$ cat config.mk
export PLATFORM = sky130hd
export DESIGN_NAME = sbw_top
export DESIGN_NICKNAME = d
export VERILOG_FILES = /design/src/sbw_pkg.sv /design/src/sbw_baud.sv /design/src/sbw_sync.sv /design/src/sbw_top.sv
export SDC_FILE = /design/constraint.sdc
export NUM_CORES = 1
export LEC_CHECK = 0
export ABC_AREA = 1
export BUFFER_PORTS_ARGS = -buffer_cell sky130_fd_sc_hd__clkbuf_2
export CORE_ASPECT_RATIO = 0.8
export CORE_UTILIZATION = 57
export DETAILED_ROUTE_END_ITERATION = 16
export PLACE_DENSITY = 0.9
export SETUP_SLACK_MARGIN = 0.2
export SYNTH_ARGS = -nofsm -noshare
export SYNTH_HDL_FRONTEND = slang
export SYNTH_SLANG_ARGS = --single-unit
$ cat constraint.sdc
create_clock -name clk_i -period 1.7 [get_ports clk_i]
set_input_delay 0.17 -clock clk_i [delete_from_list [all_inputs] [get_ports clk_i]]
set_output_delay 0.17 -clock clk_i [all_outputs]
set_load 0.02 [all_outputs]
$ cat src/sbw_pkg.sv
// Purpose: shared constants and types for the serial break / wake / sync master block
// Assumes: classic wishbone, 32-bit data, 8-bit registers in the low byte
// Notes:   all offsets are byte addresses of aligned words
package sbw_pkg;
    // =========================================================
    // register offsets
    localparam logic [5:0] ADDR_INTCTL  = 6'h00; // global_interrupt_control
    localparam logic [5:0] ADDR_FLAGS   = 6'h04; // peripheral_flags_one
    localparam logic [5:0] ADDR_ENABLES = 6'h08; // peripheral_enables_one
    localparam logic [5:0] ADDR_PRIO    = 6'h0c; // peripheral_priority_one
    localparam logic [5:0] ADDR_RXCTL   = 6'h10; // receive_control_status
    localparam logic [5:0] ADDR_TXBUF   = 6'h14; // transmit_buffer
    localparam logic [5:0] ADDR_TXCTL   = 6'h18; // transmit_control_status
    localparam logic [5:0] ADDR_BAUDCTL = 6'h1c; // baud_control
    localparam logic [5:0] ADDR_DIVHI   = 6'h20; // baud_divisor_high
    localparam logic [5:0] ADDR_DIVLO   = 6'h24; // baud_divisor_low
    localparam logic [5:0] ADDR_RXBUF   = 6'h28; // receive_buffer
    // =========================================================
    // field positions
    localparam int TX_CLOCK_SOURCE_SELECT  = 7; // clock_source_select
    localparam int TX_NINE  = 6; // nine_bit_transmit_select
    localparam int TX_EN    = 5; // transmit_enable
    localparam int TX_SYNC  = 4; // synchronous select
    localparam int TX_BRK   = 3; // send_break_request
    localparam int TX_EMPTY = 1; // shift_empty_status
    localparam int TX_D9    = 0; // ninth_transmit_bit
    localparam int RC_PEN   = 7; // port_enable
    localparam int BC_IDLE  = 6; // receiver_idle_status
    localparam int BC_POL   = 4; // clock_polarity_select
    localparam int BC_WIDE  = 3; // wide_divisor_select
    localparam int BC_WAKE  = 1; // wake_on_edge_enable
    localparam int BC_ABD   = 0; // auto_baud_enable
    localparam int FL_RXF   = 5; // receive_int_flag
    localparam int FL_TXF   = 4; // transmit_int_flag
    // =========================================================
    // reset values and counts
    localparam logic [7:0] RST_TXCTL   = 8'h02;
    localparam logic [7:0] RST_ZERO    = 8'h00;
    localparam logic [3:0] BREAK_ZEROS = 4'hc; // twelve zero bits
    // =========================================================
    // types
    typedef enum logic [2:0] {
        SBW_IDLE  = 3'b000,
        SBW_LOAD  = 3'b001,
        SBW_SHIFT = 3'b011,
        SBW_BREAK = 3'b010,
        SBW_STOP  = 3'b110
    } sbw_tx_e;
    typedef struct packed {
        logic [5:0] adr;
        logic       we;
        logic [7:0] dat;
    } sbw_req_s;
endpackage

$ cat src/sbw_baud.sv
// Purpose: baud rate divider giving one-cycle enable pulses
// Assumes: divisor static while running
// Notes:   8-bit mode uses only the low byte
`timescale 1ns/1ps
module sbw_baud #(
    parameter int W = 16
) (
    input  wire logic         clk_i,
    input  wire logic         rst_i,
    input  wire logic         run_i,  // count only while running
    input  wire logic         wide_i, // use 16-bit divisor
    input  wire logic [W-1:0] div_i,
    output logic              tick_o  // one pulse per divisor-plus-one clocks while running
);
    if (W < 8) begin : gen_chk
        $error("divisor too narrow");
    end
    logic [W-1:0] cnt_q;
    logic [W-1:0] lim;
    assign lim = wide_i ? div_i : {{(W-8){1'b0}}, div_i[7:0]};
    // =========================================================
    // down counter, reload on zero
    always_ff @(posedge clk_i) begin
        if (rst_i || !run_i || tick_o) begin
            cnt_q <= lim;
        end else begin
            cnt_q <= cnt_q - 1'b1;
        end
    end
    // tick straight from the count, so a frame's first bit lasts a full period
    assign tick_o = run_i && cnt_q == '0;
endmodule

$ cat src/sbw_sync.sv
// Purpose: two-flop synchroniser bank for pin inputs
// Assumes: inputs asynchronous to clk_i
// Notes:   only q_o may be read by logic
`timescale 1ns/1ps
module sbw_sync #(
    parameter int N = 1
) (
    input  wire logic         clk_i,
    input  wire logic         rst_i,
    input  wire logic [N-1:0] d_i,
    output logic      [N-1:0] q_o
);
    logic [N-1:0] meta_q; // first stage, read only by second
    // =========================================================
    // per-bit two stage chain, idle line is high
    genvar g;
    for (g = 0; g < N; g++) begin : gen_bit
        always_ff @(posedge clk_i) begin
            if (rst_i) begin
                meta_q[g] <= 1'b1;
                q_o[g]    <= 1'b1;
            end else begin
                meta_q[g] <= d_i[g];
                q_o[g]    <= meta_q[g];
            end
        end
    end
endmodule

$ cat src/sbw_top.sv
// Purpose: serial port break send, wake on edge and sync master transmit
// Assumes: one 100 MHz clock, synchronous active-high reset, wishbone slave
// Notes:   async receive data path beyond wake is not built
//
// The implementer's own choices: the placing of the registers and the Wishbone interface to the registers.
`timescale 1ns/1ps
module sbw_top #(
    parameter int DIV_W = 16
) (
    input  wire logic        clk_i,
    input  wire logic        rst_i,
    input  wire logic        cyc_i,
    input  wire logic        stb_i,
    input  wire logic        we_i,
    input  wire logic [5:0]  adr_i,
    input  wire logic [3:0]  sel_i,
    input  wire logic [31:0] dat_i,
    output logic      [31:0] dat_o,
    output logic             ack_o,
    input  wire logic        rx_i,      // receive_data_line pin input
    output logic             tx_o,      // async data / shift_clock_line
    output logic             dt_o,      // sync_data_line drive value
    output logic             dt_oe_o,   // sync_data_line enable
    output logic             ck_oe_o,   // tx pin enable
    output logic             rx_int_o,  // receive_int_flag level
    output logic             tx_int_o   // transmit_int_flag level
);
    if (DIV_W != 16) begin : gen_chk
        $error("divisor pair is 16 bits");
    end
    // =========================================================
    // registers
    logic [7:0] intctl_q, enables_q, prio_q, rxctl_q, txctl_q, baudctl_q;
    logic [7:0] divhi_q, divlo_q;
    logic [7:0] txbuf_q;       // transmit_buffer contents
    logic       txbuf_full_q;  // buffer holds unsent word
    logic       rxf_q;         // receive_int_flag
    logic [8:0] shift_q;       // transmit_shifter
    logic [3:0] bitcnt_q;      // bits left in frame
    logic       half_q;        // sync clock phase
    logic       brk_frame_q;   // current frame is a break
    sbw_pkg::sbw_tx_e st_q;
    sbw_pkg::sbw_req_s req;
    // =========================================================
    // decode
    logic wr, rd, sync_m, async_m, tick, rx_s, rx_d_q, fall, rise;
    logic load_now;
    assign req    = '{adr: adr_i, we: we_i, dat: dat_i[7:0]};
    assign wr     = cyc_i && stb_i && req.we && !ack_o && sel_i[0];
    assign rd     = cyc_i && stb_i && !req.we && !ack_o;
    // sync master selects the pins as clock and data
    assign sync_m = txctl_q[sbw_pkg::TX_CLOCK_SOURCE_SELECT] && txctl_q[sbw_pkg::TX_SYNC]
                    && rxctl_q[sbw_pkg::RC_PEN];
    assign async_m = !txctl_q[sbw_pkg::TX_SYNC] && rxctl_q[sbw_pkg::RC_PEN];
    // shifter loads only once idle and a word waits
    assign load_now = (st_q == sbw_pkg::SBW_IDLE) && txbuf_full_q
                      && txctl_q[sbw_pkg::TX_EN] && (sync_m || async_m);
    // =========================================================
    // helpers
    sbw_sync #(.N(1)) u_sync (
        .clk_i (clk_i),
        .rst_i (rst_i),
        .d_i   (rx_i),
        .q_o   (rx_s)
    );
    // one tick per half period in sync, per bit otherwise
    sbw_baud #(.W(DIV_W)) u_baud (
        .clk_i  (clk_i),
        .rst_i  (rst_i),
        .run_i  (st_q != sbw_pkg::SBW_IDLE),
        .wide_i (baudctl_q[sbw_pkg::BC_WIDE]),
        .div_i  ({divhi_q, divlo_q}),
        .tick_o (tick)
    );
    // =========================================================
    // receive line edge detect on synchronised copy
    always_ff @(posedge clk_i) begin
        if (rst_i) rx_d_q <= 1'b1;
        else       rx_d_q <= rx_s;
    end
    assign fall = rx_d_q && !rx_s;
    assign rise = !rx_d_q && rx_s;
    // =========================================================
    // wishbone ack, one cycle after request, dropped next cycle
    always_ff @(posedge clk_i) begin
        if (rst_i) ack_o <= 1'b0;
        else       ack_o <= cyc_i && stb_i && !ack_o;
    end
    // =========================================================
    // read mux, unmapped reads zero
    always_ff @(posedge clk_i) begin
        if (rst_i) begin
            dat_o <= '0;
        end else if (rd) begin
            case (req.adr)
                sbw_pkg::ADDR_INTCTL:  dat_o <= {24'h0, intctl_q};
                sbw_pkg::ADDR_FLAGS:   dat_o <= {24'h0, 2'b00, rxf_q, !txbuf_full_q, 4'h0};
                sbw_pkg::ADDR_ENABLES: dat_o <= {24'h0, enables_q};
                sbw_pkg::ADDR_PRIO:    dat_o <= {24'h0, prio_q};
                sbw_pkg::ADDR_RXCTL:   dat_o <= {24'h0, rxctl_q};
                sbw_pkg::ADDR_TXBUF:   dat_o <= {24'h0, txbuf_q};
                sbw_pkg::ADDR_TXCTL:   dat_o <= {24'h0, txctl_q[7:2],
                                                 st_q == sbw_pkg::SBW_IDLE, txctl_q[0]};
                sbw_pkg::ADDR_BAUDCTL: dat_o <= {24'h0, 1'b0,
                                                 !baudctl_q[sbw_pkg::BC_WAKE] && rx_s,
                                                 1'b0, baudctl_q[4:3], 1'b0, baudctl_q[1:0]};
                sbw_pkg::ADDR_DIVHI:   dat_o <= {24'h0, divhi_q};
                sbw_pkg::ADDR_DIVLO:   dat_o <= {24'h0, divlo_q};
                sbw_pkg::ADDR_RXBUF:   dat_o <= '0; // dummy data after wake
                default:               dat_o <= '0;
            endcase
        end
    end
    // =========================================================
    // plain control registers
    always_ff @(posedge clk_i) begin
        if (rst_i) begin
            intctl_q  <= sbw_pkg::RST_ZERO;
            enables_q <= sbw_pkg::RST_ZERO;
            prio_q    <= sbw_pkg::RST_ZERO;
            rxctl_q   <= sbw_pkg::RST_ZERO;
            divhi_q   <= sbw_pkg::RST_ZERO;
            divlo_q   <= sbw_pkg::RST_ZERO;
        end else if (wr) begin
            case (req.adr)
                sbw_pkg::ADDR_INTCTL:  intctl_q  <= req.dat;
                sbw_pkg::ADDR_ENABLES: enables_q <= req.dat;
                sbw_pkg::ADDR_PRIO:    prio_q    <= req.dat;
                sbw_pkg::ADDR_RXCTL:   rxctl_q   <= req.dat;
                sbw_pkg::ADDR_DIVHI:   divhi_q   <= req.dat;
                sbw_pkg::ADDR_DIVLO:   divlo_q   <= req.dat;
                default: ;
            endcase
        end
    end
    // =========================================================
    // transmit control, break bit self clears after stop bit
    logic brk_done;
    assign brk_done = (st_q == sbw_pkg::SBW_STOP) && tick && brk_frame_q;
    always_ff @(posedge clk_i) begin
        if (rst_i) begin
            txctl_q <= sbw_pkg::RST_TXCTL;
        end else begin
            if (wr && req.adr == sbw_pkg::ADDR_TXCTL)
                txctl_q <= {req.dat[7:2], 1'b0, req.dat[0]};
            if (brk_done)
                txctl_q[sbw_pkg::TX_BRK] <= 1'b0;
        end
    end
    // =========================================================
    // baud control; wake enable falls on rising edge after wake
    logic wake_seen_q;
    always_ff @(posedge clk_i) begin
        if (rst_i) begin
            baudctl_q   <= sbw_pkg::RST_ZERO;
            wake_seen_q <= 1'b0;
        end else begin
            if (wr && req.adr == sbw_pkg::ADDR_BAUDCTL) begin
                baudctl_q <= {3'b000, req.dat[4:3], 1'b0, req.dat[1:0]};
                wake_seen_q <= 1'b0;
            end else if (baudctl_q[sbw_pkg::BC_WAKE]) begin
                if (fall)
                    wake_seen_q <= 1'b1;
                else if (rise && wake_seen_q) begin
                    baudctl_q[sbw_pkg::BC_WAKE] <= 1'b0;
                    wake_seen_q <= 1'b0;
                end
            end
        end
    end
    // =========================================================
    // receive flag: set by wake edge, cleared by buffer read, set wins
    always_ff @(posedge clk_i) begin
        if (rst_i)
            rxf_q <= 1'b0;
        else if (baudctl_q[sbw_pkg::BC_WAKE] && fall && !wake_seen_q)
            rxf_q <= 1'b1;
        else if (rd && req.adr == sbw_pkg::ADDR_RXBUF)
            rxf_q <= 1'b0;
    end
    // =========================================================
    // transmit buffer; write fills it, move to shifter empties it
    always_ff @(posedge clk_i) begin
        if (rst_i) begin
            txbuf_q      <= sbw_pkg::RST_ZERO;
            txbuf_full_q <= 1'b0;
        end else if (wr && req.adr == sbw_pkg::ADDR_TXBUF) begin
            txbuf_q      <= req.dat;
            txbuf_full_q <= 1'b1;
        end else if (load_now) begin
            txbuf_full_q <= 1'b0;
        end
    end
    // =========================================================
    // transmit sequencer
    // async: start, 8/9 data or 12 zeros, stop; sync: two ticks per bit
    always_ff @(posedge clk_i) begin
        if (rst_i) begin
            st_q        <= sbw_pkg::SBW_IDLE;
            shift_q     <= '0;
            bitcnt_q    <= '0;
            half_q      <= 1'b0;
            brk_frame_q <= 1'b0;
        end else begin
            case (st_q)
                sbw_pkg::SBW_IDLE: begin
                    half_q <= 1'b0;
                    if (load_now) begin
                        // one cycle move from buffer into shifter
                        shift_q <= {txctl_q[sbw_pkg::TX_D9], txbuf_q};
                        brk_frame_q <= async_m && txctl_q[sbw_pkg::TX_BRK];
                        st_q <= sbw_pkg::SBW_LOAD;
                    end
                end
                sbw_pkg::SBW_LOAD: begin
                    // start bit in async; first half period in sync
                    if (tick) begin
                        if (sync_m) begin
                            bitcnt_q <= txctl_q[sbw_pkg::TX_NINE] ? 4'd9 : 4'd8;
                            st_q     <= sbw_pkg::SBW_SHIFT;
                        end else if (brk_frame_q) begin
                            bitcnt_q <= sbw_pkg::BREAK_ZEROS;
                            st_q     <= sbw_pkg::SBW_BREAK;
                        end else begin
                            bitcnt_q <= txctl_q[sbw_pkg::TX_NINE] ? 4'd9 : 4'd8;
                            st_q     <= sbw_pkg::SBW_SHIFT;
                        end
                    end
                end
                sbw_pkg::SBW_SHIFT: begin
                    if (tick) begin
                        half_q <= sync_m ? !half_q : 1'b0;
                        if (!sync_m || half_q) begin
                            shift_q  <= {1'b0, shift_q[8:1]};
                            bitcnt_q <= bitcnt_q - 4'd1;
                            if (bitcnt_q == 4'd1)
                                st_q <= sync_m ? sbw_pkg::SBW_IDLE : sbw_pkg::SBW_STOP;
                        end
                    end
                end
                sbw_pkg::SBW_BREAK: begin
                    if (tick) begin
                        bitcnt_q <= bitcnt_q - 4'd1;
                        if (bitcnt_q == 4'd1)
                            st_q <= sbw_pkg::SBW_STOP;
                    end
                end
                sbw_pkg::SBW_STOP: begin
                    if (tick)
                        st_q <= sbw_pkg::SBW_IDLE;
                end
                default: st_q <= sbw_pkg::SBW_IDLE;
            endcase
        end
    end
    // =========================================================
    // pin drivers, all registered
    // sync master owns clock, and data only while transmit is enabled; nothing received while sending
    always_ff @(posedge clk_i) begin
        if (rst_i) begin
            tx_o    <= 1'b1;
            dt_o    <= 1'b1;
            dt_oe_o <= 1'b0;
            ck_oe_o <= 1'b0;
        end else if (sync_m) begin
            ck_oe_o <= 1'b1;
            // clock leaves idle level only in second half of a bit
            tx_o    <= baudctl_q[sbw_pkg::BC_POL] ^
                       ((st_q == sbw_pkg::SBW_SHIFT) && half_q);
            dt_oe_o <= txctl_q[sbw_pkg::TX_EN];
            dt_o    <= (st_q == sbw_pkg::SBW_SHIFT) ? shift_q[0] : 1'b1;
        end else begin
            ck_oe_o <= async_m && txctl_q[sbw_pkg::TX_EN];
            dt_oe_o <= 1'b0;
            dt_o    <= 1'b1;
            case (st_q)
                sbw_pkg::SBW_LOAD:  tx_o <= 1'b0;
                sbw_pkg::SBW_SHIFT: tx_o <= shift_q[0];
                sbw_pkg::SBW_BREAK: tx_o <= 1'b0;
                default:            tx_o <= 1'b1;
            endcase
        end
    end
    // =========================================================
    // flag outputs; transmit flag ignores its enable
    always_ff @(posedge clk_i) begin
        if (rst_i) begin
            rx_int_o <= 1'b0;
            tx_int_o <= 1'b0;
        end else begin
            rx_int_o <= rxf_q;
            tx_int_o <= !txbuf_full_q;
        end
    end
endmodule

==> metrics.csv <==
stage;metric;value;unit
status;status;complete, no violations;
clock_network;worst skew pair latency;420;ps
sta;Final period util;96.3;%
floorplanning;Chip Height;94.5;µm
finish;final cell count without fillers;1056;
route;Detail Route Antenna Nets;0;
logic_synthesis;top cell type by total area after synthesis;dfxtp_1;
floorplanning;CORE AREA;10300;µm²
route;Vias;5935;
sta;PnR worst setup slack;63.0;ps
setup_path;CP Class;reg -> reg;
grt;largest net degree at the start of global routing;81;
power_and_ir_drop;peak supply drop;795;µV
logic_synthesis;top cells by area, synth;dfxtp_1 40%, nor2_1 10%, nand2_1 9.7%;
min_path;min-delay worst type;in -> reg;
grt;Tot GR Track Use;31.3;%
finish;share of layout cells above drive strength 1;24.3;%
clock_network;H-Tree Level Count;4;
sta;Final setup viols;0;
route;drt first pass iters;7;
clock_network;clock buffer depth;2;
clock_network;CTS tree;built;
sta;clock period minus worst slack;1640;ps
placed_design;Cell Count Post-Placement;1010;
clock_network;clk sinks;122;
finish;final net count;955;
logic_synthesis;most frequent cells after synthesis;165 x nor2_1, 158 x nand2_1, 122 x dfxtp_1, 97 x o21ai_0, 49 x inv_1;
route;Vias/cell;5.62;
power_and_ir_drop;Reg power frac;29.3;%
logic_synthesis;EDFF count, synth;0;
sta;Peak Freq;0.611;GHz
placed_design;GPL Wtd Cong;0.951;
finish;Ant. Diodes;0;
setup_path;Worst setup SP type;flop;
power_and_ir_drop;P_sw;4.78;mW
setup_path;critical path required time;2040;ps
floorplanning;Initial Util;59.1;%
logic_synthesis;Mapped Avg Cell Area;7.19;µm²
finish;Area Overhead vs Synth;18.8;%
grt;first-pass GRT wire length;26900;µm
clock_network;number of buffers created by CTS;17;
placed_design;Final HPWL DP;10400;µm
power_and_ir_drop;Comb pwr share;41.0;%
grt;GR Overflow Total;0;
logic_synthesis;Netlist cell types;42;
placed_design;Buffers on Ports;35;
clock_network;Reg clk slew, reported paths;50;ps
setup_path;Crit path largest cell delay;340;ps
power_and_ir_drop;Pint;7.32;mW
route;DRC;0;
clock_network;root buffer cell;clkbuf_16;
sta;setup tns final;0;ps
logic_synthesis;FFs w/ async S/R, synth;0;%
power_and_ir_drop;clock network power share;29.7;%
route;wire per inst;16.2;µm
power_and_ir_drop;Net Sw Frac;39.5;%
sta;fin. max-slew vios;0;
logic_synthesis;most common cell in the netlist;nor2_1;
logic_synthesis;Yosys Warn Count;0;
logic_synthesis;synthesized area;6100;µm²
grt;vias in the first global route;5554;
floorplanning;I/O pin total;87;
sta;Fin. Hold Viols;0;
floorplanning;Site Rows;33;
sta;RSZ-0062 raised after global routing;yes;
run;MaxCap Viol Count;0;
route;final wirelength;17100;µm
setup_path;cell repeated most along the worst path;nand2_1;
logic_synthesis;Seq/Total Area, Yosys;40.0;%
floorplanning;Die X-Extent;118;µm
logic_synthesis;FF+latch count, synth;122;
logic_synthesis;Main synth FF type;dfxtp_1;
sta;Clock Skew;7.74;ps
grt;antenna violations before repair;0;
setup_path;Slowest-stage cell, CP;dfxtp_2;
power_and_ir_drop;P per Cell Area;1670;nW/µm²
floorplanning;die area;11100;µm²
setup_path;Critical Path Sink Type;flop;
logic_synthesis;Synth top area share;40.0;%
setup_path;arrival time at the worst endpoint;1980;ps
route;First DRT Iteration DRCs;722;
placed_design;pre-CTS WS;61.5;ps
finish;Filler Cell Count;808;
power_and_ir_drop;Leak;3.13;nW
setup_path;largest fanout on the critical path;6;
logic_synthesis;Synth Instances;848;
setup_path;crit-path cells;nor2_4 -> buf_4 -> nand2_1 -> nor2_2 -> nand3_2 -> nand2_1 -> nand2_2 -> nor2_4 -> nand2_1 -> a21oi_1;
-- critical path: cells and delay by family, from the launching register on --
| family | cells | cell delay [ps] |
|---|---|---|
| and+or+nand+nor | 8 | 920 |
| AOI/OAI and AO/OA | 1 | 180 |
| buffers and inverters | 1 | 130 |
| DFF | 1 | 340 |
-- what timing repair did --
action,CTS,global route
cloned,1,1
pin swaps,16,20
hold buffers,1,0
hold endpoints to repair,1,0
resized for setup,40,23
setup endpoints to repair,28,31
buffers inserted,7,4
-- sequential cells by signal, indices dropped and copies added (netlist names), 3 cells and up --
signal / count
dat_o: 8
txctl_q: 7
rxctl_q: 8
divhi_q: 8
bitcnt_q: 4
baudctl_q: 4
txbuf_q: 8
prio_q: 8
enables_q: 8
st_q: 3
intctl_q: 8
divlo_q: 8
u_baud.cnt_q: 16
shift_q: 9
-- power by group through the flow --
stage / logic (mW) / clock network, mW / registers (mW)
6_report: 4.96 / 3.59 / 3.55
5_1_grt: 5.39 / 3.72 / 3.58
4_1_cts: 4.29 / 3.59 / 3.50
3_5_place_dp: 3.58 / 0 / 3.52
3_3_place_gp: 3.47 / 0 / 3.51
2_1_floorplan: 2.97 / 0 / 3.48
-- area by class of cell --
| cell class | instances | area, µm² | share of cell area (%) |
|---|---|---|---|
| multi-input combinational | 632 | 3360 | 46.4 |
| timing repair buffer | 56 | 373 | 5.14 |
| inverter | 74 | 288 | 3.97 |
| clock buffer | 22 | 474 | 6.54 |
| tap | 140 | 175 | 2.42 |
| clock inverter | 10 | 118 | 1.62 |
| sequential | 122 | 2460 | 33.9 |
-- layer usage --
layer | vias up | GRT usage (%) | part of all wire (%)
met4 | 0 | 19.0 | 4.0
met1 | 2755 | 39.3 | 42
met3 | 74 | 5.62 | 7.6
met2 | 298 | 50.9 | 47
li1 | 2808 | - | -
met5 | - | 0 | 0
-- per-stage QoR --
| step | hold slack (ps) | utilization (%) | cell area, µm² | power (mW) |
|---|---|---|---|---|
| 2_1_floorplan | 253 | - | 6190 | 6.45 |
| 6_report | 56.8 | 70.2 | 7250 | 12.1 |
| 3_5_place_dp | 362 | 61.2 | 6320 | 7.10 |
| 4_1_cts | 53.2 | 69.0 | 7120 | 11.4 |
| 5_1_grt | 75.1 | 70.2 | 7250 | 12.7 |
| 3_3_place_gp | 370 | 61.2 | 6320 | 6.98 |
-- path summary, 6_finish.rpt --
kind | cells past startpoint | start | to | slack (ps)
max | 10 | u_baud.cnt_q[10]$_DFF_P_ | bitcnt_q[2]$_SDFFE_PP0P_ | 60
min | 4 | rst_i | st_q[2]$_SDFFE_PP0P_ | 60
max reg2reg | 10 | u_baud.cnt_q[10]$_DFF_P_ | bitcnt_q[2]$_SDFFE_PP0P_ | 60
min reg2reg | 1 | u_sync.meta_q$_SDFF_PP1_ | u_sync.q_o$_SDFF_PP1_ | 410
-- cells in the final DEF (no fill, tap or decap), drive strengths merged, types with 2 or more instances in the layout --
master    Yosys  layout
xor2          4       4
o31ai         2       2
clkinv        0       4
a21oi        46      46
nand2       172     172
clkbuf       10      57
dfxtp       122     122
nand3b        2       2
conb          1      24
nor2        197     197
nand3        38      40
nand4         8       8
nor3          8       8
inv          74      74
bufinv        0       2
or2           3       3
ha            4       4
a31oi         3       3
o21ai       107     107
clkinvlp      0       4
xnor2         7       7
buf          35      20
-- cell families (layout without fill, tap and decap cells) --
family	after synthesis	count (layout)	synth area share [%]
XOR/XNOR	11	11	1.58
AO/OA/AOI/OAI	162	162	14.5
adder cells (fa/ha/maj)	4	4	0.820
flip-flops	122	122	40.0
other	1	24	0.0615
buffers and inverters	119	162	9.52
AND/OR/NAND/NOR	429	431	33.5
No activity file was read; power rests on OpenSTA's default activity.
